$ cat config.mk
export PLATFORM = sky130hd
export DESIGN_NAME = ext_osc_control
export DESIGN_NICKNAME = d
export VERILOG_FILES = /design/src/rtl/ext_osc_pkg.sv /design/src/rtl/ext_osc_control.sv
export SDC_FILE = /design/constraint.sdc
export NUM_CORES = 1
export LEC_CHECK = 0
export ABC_AREA = 1
export BUFFER_PORTS_ARGS = -buffer_cell sky130_fd_sc_hd__buf_2
export CAP_MARGIN = 20
export CORE_ASPECT_RATIO = 1.2
export CORE_UTILIZATION = 46
export DETAILED_ROUTE_END_ITERATION = 8
export PLACE_DENSITY_LB_ADDON = 0.15
export SETUP_SLACK_MARGIN = 0.4
export SLEW_MARGIN = 40
export SYNTH_ARGS = -nofsm -noshare
export SYNTH_HDL_FRONTEND = slang
export SYNTH_SLANG_ARGS = --single-unit
$ cat constraint.sdc
create_clock -name core_clk -period 1.6 [get_ports core_clk]
set_input_delay 0.32 -clock core_clk [delete_from_list [all_inputs] [get_ports core_clk]]
set_output_delay 0.32 -clock core_clk [all_outputs]
set_load 0.02 [all_outputs]
$ cat src/rtl/ext_osc_pkg.sv
package ext_osc_pkg;
	// register indices; each register takes one aligned word at four times its index
	localparam logic [7:0] CTRL_INDEX = 8'hb5;
	localparam logic [7:0] IRQ_STATUS_INDEX = 8'hb6;
	localparam logic [7:0] IRQ_MASK_INDEX = 8'hb7;
	localparam int ADDR_W = 12;
	localparam logic [ADDR_W-1:0] CTRL_ADDR = {2'h0, CTRL_INDEX, 2'h0};
	localparam logic [ADDR_W-1:0] IRQ_STATUS_ADDR = {2'h0, IRQ_STATUS_INDEX, 2'h0};
	localparam logic [ADDR_W-1:0] IRQ_MASK_ADDR = {2'h0, IRQ_MASK_INDEX, 2'h0};
	localparam int DATA_W = 32;

	// oscillator mode codes
	localparam logic [2:0] MODE_OFF0 = 3'h0;
	localparam logic [2:0] MODE_OFF1 = 3'h1;
	localparam logic [2:0] MODE_CMOS = 3'h2;
	localparam logic [2:0] MODE_CMOS_DIV2 = 3'h3;
	localparam logic [2:0] MODE_RC = 3'h4;
	localparam logic [2:0] MODE_CAP = 3'h5;
	localparam logic [2:0] MODE_XTAL = 3'h6;
	localparam logic [2:0] MODE_XTAL_DIV2 = 3'h7;

	// control byte layout: valid flag, mode, unused bit, frequency control
	typedef struct packed {
		logic crystalValidFlag;
		logic [2:0] extOscModeSel;
		logic unusedBit;
		logic [2:0] extOscFreqCtrl;
	} osc_ctrl_t;
	localparam osc_ctrl_t CTRL_RESET = 8'h00;
	localparam logic [2:0] FREQ_LOWEST = 3'h0;

	// interrupt status and mask layout
	typedef struct packed {
		logic lostValid;
		logic gainedValid;
	} osc_irq_t;
	localparam osc_irq_t IRQ_RESET = 2'h0;
	localparam int IRQ_W = 2;

	// decoded mode outputs travelling together
	typedef struct packed {
		logic oscEnable;
		logic modeCmos;
		logic modeRc;
		logic modeCap;
		logic modeXtal;
		logic divideByTwo;
		logic pinInUsed;
		logic pinOutUsed;
	} osc_mode_t;

	// crystal stability tracking states
	typedef enum logic [2:0] {
		XS_IDLE = 3'b001,
		XS_WAIT = 3'b010,
		XS_VALID = 3'b100
	} xtal_state_t;
endpackage : ext_osc_pkg

$ cat src/rtl/ext_osc_control.sv
// Functional notes
// (RULE1) Control byte lives at index 0xb5 and holds mode, frequency and status fields.
// (RULE2) Bit 7 is a read-only valid flag: one only while the crystal runs stably.
// (RULE3) The valid flag means something only in crystal modes 11x.
// (RULE4) Mode field bits 6:4 at 00x switch the external oscillator off.
// (RULE5) Mode 010 passes a CMOS clock; 011 adds a divide-by-two stage.
// (RULE6) Mode 100 selects RC operation; 101 selects capacitor operation.
// (RULE7) Mode 110 selects crystal operation; 111 adds a divide-by-two stage.
// (RULE8) Bit 3 is unimplemented: reads zero, writes ignored.
// (RULE9) In crystal mode software sets frequency code by band, 32 kHz up to 30 MHz.
// (RULE10) In RC mode software sets frequency code by band, 25 kHz doubling upward.
// (RULE11) In capacitor mode the code picks the gain factor, 0.87 up to 1590.
// (RULE12) Software waits at least 1 ms after enabling crystal before sampling valid.
// (RULE13) Software drives pins low, makes them analog, enables, polls valid, then switches.
// (RULE14) After a watch crystal settles software may drop frequency code to 000.
// (RULE15) Software should enable the missing-clock detector before switching clocks.
// (RULE16) Crystal mode uses both oscillator pins; other modes use only the output pin. Off modes 00x here use neither pin.
// (RULE17) Reset clears every field: oscillator off, lowest frequency code, valid zero.
// (RULE18) Writes to the valid flag position have no effect.
module ext_osc_control
	import ext_osc_pkg::*;
(
	// clock and reset
	input wire logic core_clk,
	input wire logic rst,
	// apb slave
	input wire logic psel,
	input wire logic penable,
	input wire logic pwrite,
	input wire logic [ADDR_W-1:0] paddr,
	input wire logic [DATA_W-1:0] pwdata,
	input wire logic [DATA_W/8-1:0] pstrb,
	output logic pready,
	output logic [DATA_W-1:0] prdata,
	output logic pslverr,
	// amplitude detector indication, asynchronous
	input wire logic ampStable,
	// oscillator drive controls
	output osc_mode_t oscMode,
	output logic [2:0] extOscFreqCtrl,
	// interrupt
	output logic irq
);

	osc_ctrl_t ctrl_q, ctrl_d;
	osc_irq_t status_q, status_d, mask_q, mask_d;
	xtal_state_t state_q, state_d;
	osc_mode_t mode_q, mode_d;
	logic [DATA_W-1:0] rdata_q, rdata_d;
	logic err_q;
	logic sync1_q, sync2_q, sync3_q, ampOk_q;

	// mode classes, shared by the decode and by the checks below
	function automatic logic xtalCode(input logic [2:0] m);
		return (m == MODE_XTAL) || (m == MODE_XTAL_DIV2);
	endfunction : xtalCode

	function automatic logic offCode(input logic [2:0] m);
		return (m == MODE_OFF0) || (m == MODE_OFF1);
	endfunction : offCode

	// bus data seen through the register layouts, so no field position is spelled out
	osc_ctrl_t wrView, rdView;
	osc_irq_t wrBits;
	assign wrView = pwdata[$bits(osc_ctrl_t)-1:0];
	assign rdView = prdata[$bits(osc_ctrl_t)-1:0];
	assign wrBits = pwdata[IRQ_W-1:0];

	// bus decode
	wire setupPhase = psel && !penable;
	wire accessPhase = psel && penable;
	wire wrAccess = accessPhase && pwrite && pstrb[0];
	wire hitCtrl = (paddr == CTRL_ADDR);
	wire hitStatus = (paddr == IRQ_STATUS_ADDR);
	wire hitMask = (paddr == IRQ_MASK_ADDR);
	wire hitAny = hitCtrl || hitStatus || hitMask;
	wire wrCtrl = wrAccess && hitCtrl;
	wire wrStatus = wrAccess && hitStatus;
	wire wrMask = wrAccess && hitMask;

	// mode decode from the stored field
	wire [2:0] modeSel = ctrl_q.extOscModeSel;
	wire xtalSel = xtalCode(modeSel); // RULE3
	wire offSel = offCode(modeSel); // RULE4

	// the valid flag is derived, never stored from the bus
	wire validFlag = (state_q == XS_VALID); // RULE2 RULE18
	wire gainEvt = (state_d == XS_VALID) && (state_q != XS_VALID);
	wire loseEvt = (state_q == XS_VALID) && (state_d == XS_WAIT);
	osc_irq_t events;
	assign events = '{lostValid: loseEvt, gainedValid: gainEvt};

	// read view of the control byte: bit 3 forced low, bit 7 from the tracker
	osc_ctrl_t ctrlView;
	assign ctrlView = '{crystalValidFlag: validFlag, extOscModeSel: ctrl_q.extOscModeSel,
		unusedBit: 1'b0, extOscFreqCtrl: ctrl_q.extOscFreqCtrl}; // RULE8

	// next control value; only mode and frequency bits are writable
	always_comb begin
		ctrl_d = ctrl_q;
		if (wrCtrl) begin
			ctrl_d.extOscModeSel = wrView.extOscModeSel; // RULE1 RULE4
			ctrl_d.extOscFreqCtrl = wrView.extOscFreqCtrl; // RULE9 RULE10 RULE11 RULE14
		end
		ctrl_d.crystalValidFlag = 1'b0; // RULE18
		ctrl_d.unusedBit = 1'b0; // RULE8
	end

	// sticky status: a set in the clearing cycle survives
	assign status_d = (wrStatus ? (status_q & ~wrBits) : status_q) | events;
	assign mask_d = wrMask ? wrBits : mask_q;

	// read mux, sampled in the setup cycle so the data come from flops
	always_comb begin
		rdata_d = '0;
		if (hitCtrl) begin
			rdata_d[$bits(osc_ctrl_t)-1:0] = ctrlView;
		end else if (hitStatus) begin
			rdata_d[IRQ_W-1:0] = status_q;
		end else if (hitMask) begin
			rdata_d[IRQ_W-1:0] = mask_q;
		end
	end

	// crystal stability tracking; leaving crystal mode always returns to idle
	always_comb begin
		state_d = state_q;
		case (state_q)
			XS_IDLE: begin
				if (xtalSel) state_d = XS_WAIT;
			end
			XS_WAIT: begin
				if (!xtalSel) state_d = XS_IDLE;
				else if (ampOk_q) state_d = XS_VALID; // RULE2
			end
			XS_VALID: begin
				if (!xtalSel) state_d = XS_IDLE; // RULE3
				else if (!ampOk_q) state_d = XS_WAIT;
			end
			default: state_d = XS_IDLE;
		endcase
	end

	// drive decode, registered so outputs are glitch free toward the analog cell
	always_comb begin
		mode_d.oscEnable = !offSel; // RULE4
		mode_d.modeCmos = (modeSel == MODE_CMOS) || (modeSel == MODE_CMOS_DIV2); // RULE5
		mode_d.modeRc = (modeSel == MODE_RC); // RULE6
		mode_d.modeCap = (modeSel == MODE_CAP); // RULE6
		mode_d.modeXtal = xtalSel; // RULE7
		mode_d.divideByTwo = (modeSel == MODE_CMOS_DIV2) || (modeSel == MODE_XTAL_DIV2); // RULE5 RULE7
		mode_d.pinInUsed = xtalSel; // RULE16
		mode_d.pinOutUsed = !offSel; // RULE16
	end

	// detector synchroniser: a change counts once stages two and three agree
	always_ff @(posedge core_clk or posedge rst) begin
		if (rst) begin
			sync1_q <= 1'b0;
			sync2_q <= 1'b0;
			sync3_q <= 1'b0;
			ampOk_q <= 1'b0;
		end else begin
			sync1_q <= ampStable;
			sync2_q <= sync1_q;
			sync3_q <= sync2_q;
			if (sync2_q == sync3_q) ampOk_q <= sync3_q;
		end
	end

	// register state
	always_ff @(posedge core_clk or posedge rst) begin
		if (rst) begin
			ctrl_q <= CTRL_RESET; // RULE17
			status_q <= IRQ_RESET;
			mask_q <= IRQ_RESET;
			state_q <= XS_IDLE;
			mode_q <= '0;
		end else begin
			ctrl_q <= ctrl_d;
			status_q <= status_d;
			mask_q <= mask_d;
			state_q <= state_d;
			mode_q <= mode_d;
		end
	end

	// bus answer flops
	always_ff @(posedge core_clk or posedge rst) begin
		if (rst) begin
			rdata_q <= '0;
			err_q <= 1'b0;
		end else if (setupPhase) begin
			rdata_q <= rdata_d;
			err_q <= !hitAny;
		end
	end

	// zero wait states: every access completes in its first access cycle
	assign pready = 1'b1;
	assign prdata = rdata_q;
	assign pslverr = accessPhase && err_q;
	assign oscMode = mode_q;
	assign extOscFreqCtrl = ctrl_q.extOscFreqCtrl; // RULE9 RULE10 RULE11 RULE14
	assign irq = |(status_q & mask_q);

	// bus checks: stores, strobe gating and error answers
	ctrl_write_a: assert property (@(posedge core_clk) disable iff (rst) // RULE1
		wrCtrl |=> (ctrl_q.extOscModeSel == $past(wrView.extOscModeSel))
			&& (extOscFreqCtrl == $past(wrView.extOscFreqCtrl)))
		else $error("control write not stored");
	strobe_gate_a: assert property (@(posedge core_clk) disable iff (rst) // RULE1
		accessPhase && pwrite && !pstrb[0] |=> $stable(ctrl_q) && $stable(mask_q))
		else $error("write without strobe took effect");
	unmapped_err_a: assert property (@(posedge core_clk) disable iff (rst) // RULE1
		accessPhase && !hitAny |-> pslverr)
		else $error("unmapped access not refused");
	mapped_ok_a: assert property (@(posedge core_clk) disable iff (rst) // RULE1
		accessPhase && hitAny |-> !pslverr)
		else $error("mapped access refused");
	mask_write_a: assert property (@(posedge core_clk) disable iff (rst)
		wrMask |=> mask_q == $past(wrBits))
		else $error("mask write not stored");

	// valid flag tracking; the flag drops one cycle after crystal mode is left and rises one cycle after the detector settles
	valid_latency_a: assert property (@(posedge core_clk) disable iff (rst) // RULE2
		(state_q == XS_WAIT) && xtalSel && ampOk_q |=> validFlag)
		else $error("valid flag did not rise");
	flag_read_a: assert property (@(posedge core_clk) disable iff (rst) // RULE2 RULE8
		setupPhase && hitCtrl |=> rdView == $past(ctrlView))
		else $error("control read view wrong");
	valid_mode_a: assert property (@(posedge core_clk) disable iff (rst) // RULE3
		validFlag |-> $past(xtalSel) && $past(ampOk_q))
		else $error("valid flag outside crystal mode");
	valid_drop_a: assert property (@(posedge core_clk) disable iff (rst) // RULE3
		!xtalSel |=> !validFlag)
		else $error("valid flag kept after leaving crystal mode");
	off_mode_a: assert property (@(posedge core_clk) disable iff (rst) // RULE4
		offSel |=> !oscMode.oscEnable && !oscMode.pinOutUsed)
		else $error("oscillator enabled in off mode");
	cmos_mode_a: assert property (@(posedge core_clk) disable iff (rst) // RULE5
		(modeSel == MODE_CMOS) |=> oscMode.modeCmos && !oscMode.divideByTwo)
		else $error("cmos mode decode wrong");
	cmos_div_a: assert property (@(posedge core_clk) disable iff (rst) // RULE5
		(modeSel == MODE_CMOS_DIV2) |=> oscMode.modeCmos && oscMode.divideByTwo
			&& !oscMode.pinInUsed)
		else $error("cmos divide mode decode wrong");
	rc_cap_a: assert property (@(posedge core_clk) disable iff (rst) // RULE6
		(modeSel == MODE_CAP) |=> oscMode.modeCap && !oscMode.modeRc && !oscMode.pinInUsed)
		else $error("capacitor mode decode wrong");
	rc_mode_a: assert property (@(posedge core_clk) disable iff (rst) // RULE6
		(modeSel == MODE_RC) |=> oscMode.modeRc && !oscMode.modeCap && oscMode.oscEnable)
		else $error("rc mode decode wrong");
	xtal_div_a: assert property (@(posedge core_clk) disable iff (rst) // RULE7
		(modeSel == MODE_XTAL_DIV2) |=> oscMode.modeXtal && oscMode.divideByTwo)
		else $error("crystal divide mode decode wrong");
	xtal_mode_a: assert property (@(posedge core_clk) disable iff (rst) // RULE7
		(modeSel == MODE_XTAL) |=> oscMode.modeXtal && !oscMode.divideByTwo
			&& oscMode.pinInUsed)
		else $error("crystal mode decode wrong");
	unused_bit_a: assert property (@(posedge core_clk) disable iff (rst) // RULE8
		setupPhase && !pwrite && hitCtrl |=> !rdView.unusedBit)
		else $error("unused bit read as one");
	// reset is sampled one edge later, once the asynchronous clear has settled
	reset_clear_a: assert property (@(posedge core_clk) // RULE17
		rst |=> (ctrl_q == CTRL_RESET) && !validFlag && !irq)
		else $error("control not cleared by reset");
	valid_write_a: assert property (@(posedge core_clk) disable iff (rst) // RULE18
		wrCtrl && wrView.crystalValidFlag && !xtalCode(wrView.extOscModeSel)
			|=> ##1 !validFlag)
		else $error("valid flag written by software");

	// interrupt status: events are sticky and a clear never hides a fresh one
	sticky_set_a: assert property (@(posedge core_clk) disable iff (rst)
		(gainEvt || loseEvt) |=> (status_q & $past(events)) == $past(events))
		else $error("event lost on clear");
	gain_status_a: assert property (@(posedge core_clk) disable iff (rst)
		$rose(validFlag) |-> status_q.gainedValid)
		else $error("gain event not recorded");
	lose_status_a: assert property (@(posedge core_clk) disable iff (rst)
		$fell(validFlag) && $past(xtalSel) |-> status_q.lostValid)
		else $error("loss event not recorded");
	status_clear_a: assert property (@(posedge core_clk) disable iff (rst)
		wrStatus && wrBits.gainedValid && !gainEvt |=> !status_q.gainedValid)
		else $error("status bit not cleared");

	// the detector level only moves once the last two stages agree
	sync_agree_a: assert property (@(posedge core_clk) disable iff (rst)
		sync2_q != sync3_q |=> $stable(ampOk_q))
		else $error("detector level moved while unsettled");

	// main scenarios
	xtal_valid_c: cover property (@(posedge core_clk) disable iff (rst) $rose(validFlag));
	valid_lost_c: cover property (@(posedge core_clk) disable iff (rst) loseEvt);
	irq_raise_c: cover property (@(posedge core_clk) disable iff (rst) $rose(irq));
	bad_addr_c: cover property (@(posedge core_clk) disable iff (rst) pslverr);
	div_mode_c: cover property (@(posedge core_clk) disable iff (rst)
		oscMode.modeXtal && oscMode.divideByTwo);

endmodule : ext_osc_control

Word-level counts from Yosys, hierarchy flattened:

Cells that the tools add are included.

* bits in registers: 32
* bits of input ports: 54
* output and inout bits: 46
* word-level logic and storage cells: 72

* equality and inequality tests: 17
* multiplexer cells: 11
* bitwise operators: 4
* reductions and logical operators: 21

Operator list (number)
* 12-bit by 10-bit == test with 1-bit output (second input constant): 3
* 3-bit == test (second input constant): 6
* 3-bit 2-to-1 mux: 5
* 3-bit by 2-bit == test with 1-bit output (second input constant): 4
* 1-bit logical AND: 10
* 3-bit one-hot mux with 3 select lines: 1
* 2-bit 2-to-1 mux: 4
* 3-bit by 1-bit == test with 1-bit output (second input constant): 2
* 1-bit logical OR: 6
* 6-bit 2-to-1 mux: 1
* 2-bit AND: 2
* 1-bit logical NOT: 3
* 3-bit logical NOT: 1
* 3-bit != test (second input constant): 1
* 2-bit inverter: 1
* 2-bit bitwise OR: 1
* 2-bit OR reduction: 1
* 1-bit == test: 1

Depth between registers and ports, before layout:

* depth in word-level cells: 7
* depth in mapped cells: 8
* mapped depth without buffers: 8

Worst setup path after synthesis:

No wires, ideal clock.

* kind: input port to flip-flop
* start point: input port paddr[8]
* end point: register status_q[1] (netlist bit)
* library setup time: 0.121 ns
* arrival: 0.996 ns
* required time: 1.479 ns
* setup slack: 0.483 ns
* stages: 7
* path buffers: 1
* path through: inv_2 nand2_1 nor2_4 buf_4 nand4_1 o21ai_1 nand2_1

RTL lines
* start, declared: RTL line ext_osc_control.sv:30 `input wire logic [ADDR_W-1:0] paddr,`
* end signal, assigned: RTL line ext_osc_control.sv:181 `status_q <= status_d;`
* end, declared: RTL line ext_osc_control.sv:46 `osc_irq_t status_q, status_d, mask_q, mask_d;`

Worst setup path in the final report:

* start point: register status_q[0] (netlist bit)
* end point: output port irq

* word-level cells in the longest chain between the ends: 2

Ends and longest elaborated chain
* 2-bit AND: RTL line ext_osc_control.sv:205 `assign irq = |(status_q & mask_q);`
* 2-bit OR reduction: RTL line ext_osc_control.sv:205
* end, declared: RTL line ext_osc_control.sv:42 `output logic irq`

No other way between the ends.

==> impl_metrics.tcl <==
set metrics [dict create \
    final_common_cell "nand2_1" \
    htreeDepth 2 \
    grtUsageTotal_pct 16.9 \
    arrival_ps 1030 \
    combPwrFrac_pct 14.4 \
    path_delay_family "flip-flops" \
    route.detailed.drc 0 \
    synth_seq_cells 31 \
    cts.sinks 31 \
    die-area_um2 3710 \
    cap_violations 0 \
    synth_top_area_cell "dfrtp_1" \
    initial_core_util_pct 47.8 \
    cts-root-buf "clkbuf_8" \
    setup_viol 0 \
    synth_top_area_share_pct 47.0 \
    first_pass_iters 4 \
    peakVddDrop_uv 902 \
    fin_nets 292 \
    cts_buffer_depth 2 \
    postRouteWirelength_um 2890 \
    p_total_uw 1800 \
    grt_pass1_vias 1119 \
    overflow 0 \
    postRouteAntennaNets 0 \
    synth_cells 185 \
    syn_area_um2 1600 \
    drt_iter0_markers 44 \
    grt_max_degree 32 \
    fp.dieH_um 66.5 \
    finalMaxSlewViolations 0 \
    cp.buffers_inverters 1 \
    numCtsBuffers 5 \
    antennaDiodeCount 0 \
    cpPeakStageDelay_ps 380 \
    pwr-share-clk_pct 36.9 \
    io_pins 100 \
    num_rows 23 \
    cpMaxStageDelayCell "dfrtp_1" \
    flow.area_growth_from_synthesis_pct 19.8 \
    crit_required_ps 1280 \
    cts_tree "done" \
    p_int_uw 1310 \
    p_sw_uw 492 \
    end_kind "output pin" \
    ys_types 21 \
    start_kind "flop" \
    crit_type "reg -> out" \
    synth.area.top_cells "dfrtp_1, buf_4, nand2_1" \
    period_needed_ps 1350 \
    hold_violations 0 \
    path_clk_slew_ps 60 \
    outcome "finished clean" \
    fmax_mhz 740 \
    io_buffer_count 44 \
    dpl.hpwl_um 2140 \
    tns_ps 0 \
    postCtsHoldBufs 0 \
    fin_skew_ps 4.95 \
    synth_warnings 0 \
    place_congestion 0.719 \
    fin_crit_sh_pct 84.5 \
    grt_pass1_wl_um 4750 \
    antenna_found_initial 0 \
    via_per_inst 4.52 \
    worst-path-max-fanout 2 \
    wl_per_cell_um 10.5 \
    pwr-share-seq_pct 48.8 \
    post_dp_cell_area_um2 1750 \
    rsz0062_at_grt "yes" \
    netSwitchingFraction_pct 27.3 \
    vias 1247 \
    core_um2 3340 \
    syn_area_per_cell_um2 8.63 \
    p_per_area_nw_per_um2 941 \
    mostFrequentLayoutCells "nand2_1, buf_2, dfrtp_1" \
    p_leak_uw 0.00109 \
    cp_cell_sequence "a22o_1 > buf_6" \
    die_w_um 55.8 \
    drive_above_1_share_pct 30.1 \
    clk_latency_ps 280 \
    hold_class "in -> async" \
    finalInstanceArea_um2 1910 \
    yosysSeqAreaShare_pct 48.7 \
]
[stage by stage]
stage          worst slack (ps)  hold WS [ps]  util (%)  cells
6_report                    248          98.5      57.3    276
5_1_grt                     220           133      57.3    276
4_1_cts                     249           115      56.7    275
3_5_place_dp                250           339      52.4    263
3_3_place_gp                253           335      52.4    263
2_1_floorplan               483           331         -    209
[cell families after synthesis]
logic type      count (synthesis)  synth area share (%)
other cells                     2                 0.470
compound gates                 14                  5.09
fa+ha+maj                       1                 0.627
buf+inv                        54                  19.5
flops                          31                  48.7
simple gates                   83                  25.6
[flip-flops by register name (all words and copies together), names as in the netlist]
register	count
prdata	7
oscMode	6
extOscFreqCtrl	3
modeSel	3
state_q	3
mask_q	2
status_q	2
ampOk_q	1
err_q	1
sync1_q	1
sync2_q	1
sync3_q	1
[worst reg2reg max path, stage by stage (launching register included)]
cell and delay, ps:
dfstp_2 570, nor3_2 60, nor2_1 140, nand2_1 70, nand2_1 70, a21oi_1 50
[synthesized netlist by cell type, drive strengths merged]
master	instances
nand2	43
dfrtp	30
buf	29
inv	25
nor2	15
nand3	14
nand4	7
o21ai	7
nor3	4
a21oi	3
conb	2
o31ai	2
a22o	1
dfstp	1
maj3	1
o211ai	1
[power by group through the flow]
stage               clock network, µW  logic (µW)  registers, µW
detailed placement                  0         240            875
CTS                               680         251            865
finish                            663         259            878
global route                      711         299            887
floorplan                           0         228            869
global placement                    0         236            874
[worst paths after layout]
| check | from | depth (start not counted) | slack [ps] | end |
|---|---|---|---|---|
| worst max-delay path | status_q[0] | 2 | 250 | irq |
| max in group asynchronous | rst | 3 | 1180 | state_q[0] |
| worst min-delay path | rst | 3 | 100 | ampOk_q |
| worst max register to register | state_q[0] | 5 | 520 | state_q[1] |
| min in group core_clk | ampStable | 1 | 150 | sync1_q |
| worst min register to register | sync1_q | 0 | 350 | sync2_q |
[layout make-up]
type                    count  area, µm²
fillers                   334       1430
flip-flops and latches     31        777
multi-input cells         124        614
repair buffers             51        282
clock buffers               8        100
inverters                  25       93.8
well taps                  37       46.3
[metal layers]
layer / track usage [%] / up-vias / routed length [µm]
met5: 0 / - / 0
met4: 6.56 / 0 / 38
met3: 6.21 / 4 / 211
met2: 28.5 / 49 / 1430
met1: 19.5 / 560 / 1210
li1: - / 634 / -
[what timing repair did]
item	CTS	global route
endpoints found under the setup margin	3	3
hold endpoints to repair	0	0
gates resized for setup	4	2
pin swaps	1	0
buffers inserted	4	1
(Power assumes the default switching activity.)
